**src/dso_pkg.sv**
```systemverilog
// package: register map, field positions, reset values and carriers of the sync output block
// Behaviour
// - panel vsync polarity picks idle and pulse levels
// - panel hsync polarity picks idle and pulse levels
// - crt_vert_sync_pin polarity inverts both levels when set
// - crt_horiz_sync_pin polarity inverts both levels when set
// - blink enable blinks cursor and pixels, rate-selected
// - vertical irq enable raises irq at next vsync
// - writing enable zero disables and clears pending
// - generator enabled: timing runs, timing writes rejected
// - generator disabled: timing writable, dot logic reset
// - ddc clock bit drives crt_vert_sync_pin while disabled
// - blank enable gates display enable output low
// - hsync enable zero holds crt_horiz_sync_pin low
// - hsync enable touches crt only, not panel
// - vsync enable zero hands crt_vert_sync_pin to the ddc clock bit
// - ddc input status reads ddc data pin
package dso_pkg;

  // register byte addresses on the bus
  localparam logic [7:0] ADDR_CFG = 8'h00;
  localparam logic [7:0] ADDR_IRQ_STAT = 8'h04;
  localparam logic [7:0] ADDR_IRQ_MASK = 8'h08;
  localparam logic [7:0] ADDR_H_TIMING = 8'h0c;
  localparam logic [7:0] ADDR_V_TIMING = 8'h10;

  // display_timing_config fields
  localparam int unsigned BIT_VERT_PENDING = 31;
  localparam int unsigned BIT_VERT_NOT_ACTIVE = 30;
  localparam int unsigned BIT_DISP_NOT_ACTIVE = 29;
  localparam int unsigned BIT_DDC_INPUT = 27;
  localparam int unsigned BIT_BLINK_RATE = 16;
  localparam int unsigned BIT_PANEL_VPOL = 11;
  localparam int unsigned BIT_PANEL_HPOL = 10;
  localparam int unsigned BIT_CRT_VPOL = 9;
  localparam int unsigned BIT_CRT_HPOL = 8;
  localparam int unsigned BIT_BLINK_EN = 7;
  localparam int unsigned BIT_VIRQ_EN = 6;
  localparam int unsigned BIT_TIMING_GEN_ENABLE = 5;
  localparam int unsigned BIT_DDC_CLK = 4;
  localparam int unsigned BIT_BLANK_EN = 3;
  localparam int unsigned BIT_HSYNC_EN = 2;
  localparam int unsigned BIT_VSYNC_EN = 1;
  localparam logic [31:0] CFG_RESET = 32'h0000_0000;
  localparam logic [31:0] CFG_WR_MASK = 32'h0001_0ffe;

  // interrupt status and mask layout
  localparam int unsigned IRQ_W = 2;
  localparam int unsigned IRQ_VERT = 0;
  localparam int unsigned IRQ_REJECT = 1;
  localparam logic [IRQ_W-1:0] IRQ_RESET = 2'h0;

  // timing register resets: blank_len[27:20] sync_len[19:12] total[11:0]
  localparam logic [31:0] H_TIMING_RESET = 32'h0301_031f;
  localparam logic [31:0] V_TIMING_RESET = 32'h0200_220c;
  localparam logic [31:0] TIMING_WR_MASK = 32'h0fff_ffff;

  // dot clock enable every DOT_DIV system clocks
  localparam logic [1:0] DOT_DIV = 2'h2;
  // frames per blink phase
  localparam logic [5:0] BLINK_FRAMES_FAST = 6'h10;
  localparam logic [5:0] BLINK_FRAMES_SLOW = 6'h20;

  typedef struct packed {
    logic [7:0] blank_len;
    logic [7:0] sync_len;
    logic [11:0] total;
  } dso_timing_s;

  typedef struct packed {
    logic hsync;
    logic vsync;
    logic h_active;
    logic v_active;
  } dso_sync_s;

endpackage

```
**src/dso_timing.sv**
```systemverilog
// dot-clock timing generator producing active-high sync pulses and active flags
`timescale 1ns/1ps
module dso_timing
  import dso_pkg::*;
(
  // clock and combined reset
  input wire logic clk_i,
  input wire logic reset_i,
  // dot clock enable pulse
  input wire logic dot_en_i,
  // timing setup
  input wire dso_timing_s h_cfg_i,
  input wire dso_timing_s v_cfg_i,
  // internal sync
  output dso_sync_s sync_o
);

  logic [11:0] h_cnt_q;
  logic [11:0] v_cnt_q;
  logic h_wrap;
  logic v_wrap;

  assign h_wrap = (h_cnt_q >= h_cfg_i.total);
  assign v_wrap = (v_cnt_q >= v_cfg_i.total);

  // held in reset while the generator is disabled
  always_ff @(posedge clk_i) begin
    if (reset_i) begin
      h_cnt_q <= 12'h000;
    end else if (dot_en_i) begin
      h_cnt_q <= h_wrap ? 12'h000 : h_cnt_q + 12'h001;
    end
  end

  always_ff @(posedge clk_i) begin
    if (reset_i) begin
      v_cnt_q <= 12'h000;
    end else if (dot_en_i && h_wrap) begin
      v_cnt_q <= v_wrap ? 12'h000 : v_cnt_q + 12'h001;
    end
  end

  always_comb begin
    sync_o.hsync = ~reset_i & (h_cnt_q < {4'h0, h_cfg_i.sync_len});
    sync_o.vsync = ~reset_i & (v_cnt_q < {4'h0, v_cfg_i.sync_len});
    sync_o.h_active = ~reset_i & (h_cnt_q >= {4'h0, h_cfg_i.blank_len});
    sync_o.v_active = ~reset_i & (v_cnt_q >= {4'h0, v_cfg_i.blank_len});
  end

endmodule

```
**src/dso_top.sv**
```systemverilog
// sync output control: configuration register, wishbone slave, sync shaping, irq and blink
//
// Chosen here: register access over Wishbone and the register addresses.
`timescale 1ns/1ps
module dso_top
  import dso_pkg::*;
(
  // clock and reset
  input wire logic clk_i,
  input wire logic reset_i,
  // wishbone classic slave
  input wire logic wb_cyc_i,
  input wire logic wb_stb_i,
  input wire logic wb_we_i,
  input wire logic [7:0] wb_adr_i,
  input wire logic [3:0] wb_sel_i,
  input wire logic [31:0] wb_dat_i,
  output logic [31:0] wb_dat_o,
  output logic wb_ack_o,
  // panel power sequencing and ddc
  input wire logic panel_seq_enable_i,
  input wire logic ddc_data_in_pin_i,
  // crt outputs
  output logic crt_horiz_sync_pin_o,
  output logic crt_vert_sync_pin_o,
  // panel outputs
  output logic panel_hsync_o,
  output logic panel_vsync_o,
  output logic display_enable_out_o,
  // blink and interrupt
  output logic blink_visible_o,
  output logic irq_o
);

  // polarity first, enable last, so a disabled output is low whatever the polarity
  function automatic logic shape_sync(input logic pulse, input logic pol, input logic en);
    shape_sync = en & (pulse ^ pol);
  endfunction

  function automatic logic [31:0] byte_merge(input logic [31:0] old_v, input logic [31:0] new_v,
                                             input logic [3:0] sel);
    logic [31:0] res;
    res = old_v;
    for (int i = 0; i < 4; i++) begin
      if (sel[i]) begin
        res[i*8 +: 8] = new_v[i*8 +: 8];
      end
    end
    byte_merge = res;
  endfunction

  logic ack_q;
  logic [31:0] dat_q;
  logic [31:0] cfg_q;
  logic [31:0] h_tim_q;
  logic [31:0] v_tim_q;
  logic [IRQ_W-1:0] irq_stat_q;
  logic [IRQ_W-1:0] irq_mask_q;
  logic vert_pending_q;
  logic [1:0] dot_div_q;
  logic vs_prev_q;
  logic [5:0] frame_cnt_q;
  logic blink_phase_q;
  logic crt_h_q;
  logic crt_v_q;
  logic panel_h_q;
  logic panel_v_q;
  logic disp_en_q;
  logic blink_vis_q;
  logic irq_q;

  logic req;
  logic wr;
  logic cfg_wr;
  logic tim_wr;
  logic reject;
  logic timing_gen_enable;
  logic dot_rst;
  logic dot_en;
  logic vert_event;
  logic vert_clear;
  logic [5:0] blink_limit;
  logic [IRQ_W-1:0] irq_set;
  logic [IRQ_W-1:0] irq_clr;
  logic [31:0] rd_data;
  dso_sync_s sync;

  assign req = wb_cyc_i & wb_stb_i & ~ack_q;
  assign wr = req & wb_we_i;
  assign cfg_wr = wr & (wb_adr_i == ADDR_CFG);
  assign tim_wr = wr & ((wb_adr_i == ADDR_H_TIMING) | (wb_adr_i == ADDR_V_TIMING));
  assign timing_gen_enable = cfg_q[BIT_TIMING_GEN_ENABLE];
  assign reject = tim_wr & timing_gen_enable;
  assign dot_rst = reset_i | ~timing_gen_enable;
  assign dot_en = (dot_div_q == DOT_DIV - 2'h1);

  // bus slave: one wait-free answer, ack the cycle after the request
  always_ff @(posedge clk_i) begin
    if (reset_i) begin
      ack_q <= 1'b0;
    end else begin
      ack_q <= req;
    end
  end

  always_ff @(posedge clk_i) begin
    if (reset_i) begin
      dat_q <= 32'h0000_0000;
    end else if (req && !wb_we_i) begin
      dat_q <= rd_data;
    end
  end

  always_comb begin
    rd_data = 32'h0000_0000;
    unique case (wb_adr_i)
      ADDR_CFG: begin
        rd_data = cfg_q;
        rd_data[BIT_VERT_PENDING] = vert_pending_q;
        rd_data[BIT_VERT_NOT_ACTIVE] = ~sync.v_active;
        rd_data[BIT_DISP_NOT_ACTIVE] = ~(sync.h_active & sync.v_active);
        rd_data[BIT_DDC_INPUT] = ddc_data_in_pin_i;
      end
      ADDR_IRQ_STAT: rd_data[IRQ_W-1:0] = irq_stat_q;
      ADDR_IRQ_MASK: rd_data[IRQ_W-1:0] = irq_mask_q;
      ADDR_H_TIMING: rd_data = h_tim_q;
      ADDR_V_TIMING: rd_data = v_tim_q;
      default: rd_data = 32'h0000_0000;
    endcase
  end

  // configuration register; status bits above are not stored
  always_ff @(posedge clk_i) begin
    if (reset_i) begin
      cfg_q <= CFG_RESET;
    end else if (cfg_wr) begin
      cfg_q <= byte_merge(cfg_q, wb_dat_i, wb_sel_i) & CFG_WR_MASK;
    end
  end

  // timing registers are locked while the generator runs
  always_ff @(posedge clk_i) begin
    if (reset_i) begin
      h_tim_q <= H_TIMING_RESET;
    end else if (wr && wb_adr_i == ADDR_H_TIMING && !timing_gen_enable) begin
      h_tim_q <= byte_merge(h_tim_q, wb_dat_i, wb_sel_i) & TIMING_WR_MASK;
    end
  end

  always_ff @(posedge clk_i) begin
    if (reset_i) begin
      v_tim_q <= V_TIMING_RESET;
    end else if (wr && wb_adr_i == ADDR_V_TIMING && !timing_gen_enable) begin
      v_tim_q <= byte_merge(v_tim_q, wb_dat_i, wb_sel_i) & TIMING_WR_MASK;
    end
  end

  // dot clock enable divider, itself dot-clock logic
  always_ff @(posedge clk_i) begin
    if (dot_rst) begin
      dot_div_q <= 2'h0;
    end else begin
      dot_div_q <= dot_en ? 2'h0 : dot_div_q + 2'h1;
    end
  end

  dso_timing u_timing (
    .clk_i(clk_i),
    .reset_i(dot_rst),
    .dot_en_i(dot_en),
    .h_cfg_i(dso_timing_s'(h_tim_q[27:0])),
    .v_cfg_i(dso_timing_s'(v_tim_q[27:0])),
    .sync_o(sync)
  );

  always_ff @(posedge clk_i) begin
    if (dot_rst) begin
      vs_prev_q <= 1'b0;
    end else begin
      vs_prev_q <= sync.vsync;
    end
  end

  assign vert_event = sync.vsync & ~vs_prev_q;
  assign vert_clear = cfg_wr & wb_sel_i[0] & ~wb_dat_i[BIT_VIRQ_EN];

  // clear wins here: a disabling write must leave nothing pending
  always_ff @(posedge clk_i) begin
    if (reset_i) begin
      vert_pending_q <= 1'b0;
    end else if (vert_clear) begin
      vert_pending_q <= 1'b0;
    end else if (vert_event && cfg_q[BIT_VIRQ_EN]) begin
      vert_pending_q <= 1'b1;
    end
  end

  // sticky status, write one to clear, a new event beats the clear
  always_comb begin
    irq_set = IRQ_RESET;
    irq_set[IRQ_VERT] = vert_event & cfg_q[BIT_VIRQ_EN] & ~vert_clear;
    irq_set[IRQ_REJECT] = reject;
    irq_clr = IRQ_RESET;
    if (wr && wb_adr_i == ADDR_IRQ_STAT && wb_sel_i[0]) begin
      irq_clr = wb_dat_i[IRQ_W-1:0];
    end
    if (vert_clear) begin
      irq_clr[IRQ_VERT] = 1'b1;
    end
  end

  always_ff @(posedge clk_i) begin
    if (reset_i) begin
      irq_stat_q <= IRQ_RESET;
    end else begin
      irq_stat_q <= (irq_stat_q & ~irq_clr) | irq_set;
    end
  end

  always_ff @(posedge clk_i) begin
    if (reset_i) begin
      irq_mask_q <= IRQ_RESET;
    end else if (wr && wb_adr_i == ADDR_IRQ_MASK && wb_sel_i[0]) begin
      irq_mask_q <= wb_dat_i[IRQ_W-1:0];
    end
  end

  always_ff @(posedge clk_i) begin
    if (reset_i) begin
      irq_q <= 1'b0;
    end else begin
      irq_q <= |(irq_stat_q & irq_mask_q);
    end
  end

  // blink phase counts frames; the rate bit picks fast or slow
  assign blink_limit = cfg_q[BIT_BLINK_RATE] ? BLINK_FRAMES_SLOW : BLINK_FRAMES_FAST;

  always_ff @(posedge clk_i) begin
    if (dot_rst) begin
      frame_cnt_q <= 6'h00;
      blink_phase_q <= 1'b1;
    end else if (vert_event) begin
      if (frame_cnt_q >= blink_limit - 6'h01) begin
        frame_cnt_q <= 6'h00;
        blink_phase_q <= ~blink_phase_q;
      end else begin
        frame_cnt_q <= frame_cnt_q + 6'h01;
      end
    end
  end

  always_ff @(posedge clk_i) begin
    if (reset_i) begin
      blink_vis_q <= 1'b1;
    end else begin
      blink_vis_q <= ~cfg_q[BIT_BLINK_EN] | blink_phase_q;
    end
  end

  // sync pin shaping, registered so the pins never glitch
  always_ff @(posedge clk_i) begin
    if (reset_i) begin
      crt_h_q <= 1'b0;
    end else begin
      crt_h_q <= shape_sync(sync.hsync, cfg_q[BIT_CRT_HPOL], cfg_q[BIT_HSYNC_EN]);
    end
  end

  // with vsync disabled the pin carries the ddc clock bit, low while that bit is low
  always_ff @(posedge clk_i) begin
    if (reset_i) begin
      crt_v_q <= 1'b0;
    end else if (cfg_q[BIT_VSYNC_EN]) begin
      crt_v_q <= shape_sync(sync.vsync, cfg_q[BIT_CRT_VPOL], 1'b1);
    end else begin
      crt_v_q <= cfg_q[BIT_DDC_CLK];
    end
  end

  // panel syncs follow the power sequencer, never the crt enables
  always_ff @(posedge clk_i) begin
    if (reset_i) begin
      panel_h_q <= 1'b0;
      panel_v_q <= 1'b0;
    end else begin
      panel_h_q <= shape_sync(sync.hsync, cfg_q[BIT_PANEL_HPOL], panel_seq_enable_i);
      panel_v_q <= shape_sync(sync.vsync, cfg_q[BIT_PANEL_VPOL], panel_seq_enable_i);
    end
  end

  always_ff @(posedge clk_i) begin
    if (reset_i) begin
      disp_en_q <= 1'b0;
    end else begin
      disp_en_q <= cfg_q[BIT_BLANK_EN] & sync.h_active & sync.v_active;
    end
  end

  assign wb_ack_o = ack_q;
  assign wb_dat_o = dat_q;
  assign crt_horiz_sync_pin_o = crt_h_q;
  assign crt_vert_sync_pin_o = crt_v_q;
  assign panel_hsync_o = panel_h_q;
  assign panel_vsync_o = panel_v_q;
  assign display_enable_out_o = disp_en_q;
  assign blink_visible_o = blink_vis_q;
  assign irq_o = irq_q;

endmodule

```
**config.mk**
```make
export PLATFORM = sky130hd
export DESIGN_NAME = dso_top
export DESIGN_NICKNAME = d
export VERILOG_FILES = /design/src/dso_pkg.sv /design/src/dso_timing.sv /design/src/dso_top.sv
export SDC_FILE = /design/constraint.sdc
export NUM_CORES = 1
export LEC_CHECK = 0
export ABC_AREA = 1
export BUFFER_PORTS_ARGS = -buffer_cell sky130_fd_sc_hd__buf_2
export CORE_AREA = 2 2 180 182
export DETAILED_ROUTE_END_ITERATION = 12
export DIE_AREA = 0 0 182 184
export GPL_ROUTABILITY_DRIVEN = 0
export PLACE_DENSITY = 0.5
export SLEW_MARGIN = 20
export SYNTH_ARGS = -nofsm -noshare
export SYNTH_HDL_FRONTEND = slang
export SYNTH_SLANG_ARGS = --single-unit
```
**constraint.sdc**
```tcl
create_clock -name clk_i -period 1.74 [get_ports clk_i]
set_input_delay 0.261 -clock clk_i [delete_from_list [all_inputs] [get_ports clk_i]]
set_output_delay 0.261 -clock clk_i [all_outputs]
set_load 0.005 [all_outputs]
```
==> results.py <==
metrics = {
    "outcome": {
        "status": "complete, no violations",
    },
    "sta": {
        "hold_viol": 0,
        "rsz0062_at_grt": "true",
        "skew_ns": 0.01121,
        "worst_slew_pin_slew_ns": 0.7627,
        "slew-limit-headroom_pct": 49.15,
        "max_freq_ghz": 0.5826,
        "setup_tns_ns": 0,
        "setup_violations": 0,
        "drv_slew": 0,
        "min_period_over_period_pct": 98.65,
        "post-route-min-period_ns": 1.717,
    },
    "clock_network": {
        "cts.clk_slew.worst_paths_ns": 0.06,
        "htreeDepth": 4,
        "tritoncts": "yes",
        "cts_buffer_depth": 2,
        "cts-root-buf": "clkbuf_16",
        "insertion_delay_ns": 0.44,
        "clock_sinks": 146,
        "numCtsBuffers": 17,
    },
    "logic_synthesis": {
        "syn_area_um2": 7759,
        "yosys_warnings": 0,
        "syn_avg_cell_area_um2": 6.800,
        "postSynthCellCount": 1141,
        "syn-num-nets": 1251,
        "yosys_register_bits": 146,
        "synth-seq-area-share_pct": 37.67,
        "synth.distinct_cells": 32,
    },
    "floorplan": {
        "start_util_pct": 24.72,
        "die-area_um2": 33490,
        "placementRows": 65,
        "io_pins": 91,
        "core-area_um2": 31390,
        "die_y_um": 184,
        "die_w_um": 182,
    },
    "global_route": {
        "grt_use_total_pct": 14.99,
        "grt_first_pass_wirelength_um": 38740,
        "grt_max_degree": 73,
        "antenna_found_initial": 0,
        "grt_pass1_vias": 7087,
        "grt_overflow": 0,
    },
    "setup_path": {
        "required_ns": 2.11,
        "crit_type": "reg2reg",
        "cp_max_fo": 9,
        "cp-end-kind": "register",
        "cp.arrival_ns": 2.08,
        "start_kind": "register",
    },
    "layout": {
        "num_antenna_cells": 0,
        "layout.cells.non_filler": 1732,
        "layout_commonest_cell": "nand2_1",
        "nets": 1427,
        "fillers": 3380,
        "final_cell_mix": "284 x nand2_1, 137 x inv_1, 128 x dfxtp_1",
        "final_util_pct": 33.72,
        "synthToLayoutAreaGrowth_pct": 36.45,
        "layout-drive-gt1-share_pct": 25.34,
    },
    "place": {
        "port_buffers": 85,
        "hpwl_um": 19420,
        "dp_cells": 1695,
    },
    "drt": {
        "ant_nets": 0,
        "drc": 0,
        "vias": 7777,
        "drt_wl_total_um": 25400,
        "wl_per_cell_um": 14.66,
        "drtIter0Drc": 420,
        "first_pass_iters": 5,
        "routed_via_density": 4.490,
    },
    "power_and_ir_drop": {
        "power.density_nw_per_um2": 727.5,
        "leakage_nw": 4.810,
        "power_w": 0.007702,
        "ir_worst_vdd_mv": 0.6390,
    },
    "worst_hold_path": {
        "hp-class": "in2reg",
    },
    "run": {
        "maxCapViolCount": 0,
    },
}
-- flip-flops by register name, summed over array words and instances (netlist names), 2 cells and up --
register,flops
irq_stat_q,2
frame_cnt_q,6
h_tim_q,28
irq_mask_q,2
u_timing.h_cnt_q,12
dot_div_q,2
u_timing.v_cnt_q,12
cfg_q,12
v_tim_q,28
wb_dat_o,31
-- timing repair --
action | in CTS | in global routing
hold buffers | 0 | 0
buffers inserted | 1 | 2
endpoints found under the hold margin | 0 | 0
cloned | 0 | 2
setup endpoints to repair | 35 | 39
gates resized for setup | 21 | 108
pin swaps | 3 | 36
-- stage by stage --
stage / cell area (um^2) / hold slack, ns / setup WS [ns]
after global placement: 9361 / 0.4113 / -0.1059
after CTS: 10090 / 0.02747 / 0.002334
after global routing: 10590 / 0.03079 / -0.08362
after floorplan: 7762 / 0.3742 / 0.03122
final: 10590 / 0.04087 / 0.02344
after detailed placement: 9361 / 0.4213 / -0.1502
-- cell usage after synthesis (all sizes together) --
library cell | instances | area, um^2
nand4 | 32 | 200.2
xnor2 | 3 | 26.28
inv | 150 | 563.0
xor2 | 7 | 61.31
nor3 | 8 | 56.31
buf | 21 | 101.4
nor3b | 3 | 22.52
nor2 | 141 | 556.8
nand2 | 306 | 1154
a31oi | 1 | 6.260
a21oi | 87 | 435.4
clkinv | 1 | 3.750
nand3 | 86 | 440.4
o21ai | 48 | 240.2
ha | 59 | 738.2
clkbuf | 16 | 60.06
and3 | 1 | 6.260
conb | 1 | 3.750
nor4 | 1 | 6.260
o211ai | 8 | 60.06
o22ai | 15 | 93.84
dfxtp | 146 | 2923
-- worst max-delay path, stage by stage, from the launching register on --
cell,delay [ns]
dfxtp_2,0.34
inv_2,0.05
ha_4,0.22
buf_4,0.13
a21oi_2,0.14
nand3_2,0.09
nor2_4,0.14
nand2_8,0.11
nand2_4,0.11
nand2_4,0.06
buf_12,0.15
nor3_4,0.09
-- final cells by class --
cell class | instances | area (um^2) | share of cell area [%]
clock buffers | 19 | 432.9 | 4.089
inverters | 151 | 566.8 | 5.354
well taps | 402 | 503.0 | 4.751
flip-flops and latches | 146 | 2945 | 27.82
repair buffers | 194 | 1353 | 12.78
multi-input cells | 807 | 4576 | 43.22
clock inverters | 13 | 210.2 | 1.986
-- power breakdown --
part | internal, W | switching, W
sequential | 0.00334 | 0.00000143
combinational | 0.0000771 | 0.000165
clock | 0.00254 | 0.00157
total | 0.00597 | 0.00174
-- metal layers --
layer / GRT usage, % / part of all wire, % / vias to the layer above
met1: 21.71 / 51 / 3526
met3: 3.090 / 5.0 / 21
met4: 4.129 / 1.4 / 0
li1: - / - / 4034
met5: 0 / 0 / -
met2: 22.38 / 42 / 196
-- path summary, 6_finish.rpt --
path / slack [ns] / startpoint / end / cells past startpoint
min: 0.04 / wb_dat_i[24] / h_tim_q[24]$_SDFFE_PP1P_ / 3
max: 0.02 / h_tim_q[11]$_SDFFE_PP0P_ / u_timing.h_cnt_q[4]$_SDFFE_PN0P_ / 11
max reg2reg: 0.02 / h_tim_q[11]$_SDFFE_PP0P_ / u_timing.h_cnt_q[4]$_SDFFE_PN0P_ / 11
min reg2reg: 0.43 / dot_div_q[0]$_SDFF_PP0_ / dot_div_q[0]$_SDFF_PP0_ / 1
-- cells by family (layout without fill, tap and decap cells) --
| family | Yosys count | in the layout | synth area share, % |
|---|---|---|---|
| AOI/OAI and AO/OA | 159 | 159 | 10.77 |
| xor gates and xnor gates | 10 | 10 | 1.129 |
| adders and majority gates | 59 | 59 | 9.515 |
| buffers and inverters | 188 | 377 | 9.386 |
| DFF | 146 | 146 | 37.67 |
| other | 1 | 1 | 0.04833 |
| and+or+nand+nor | 578 | 578 | 31.48 |
No activity file was read; power rests on OpenSTA's default activity.
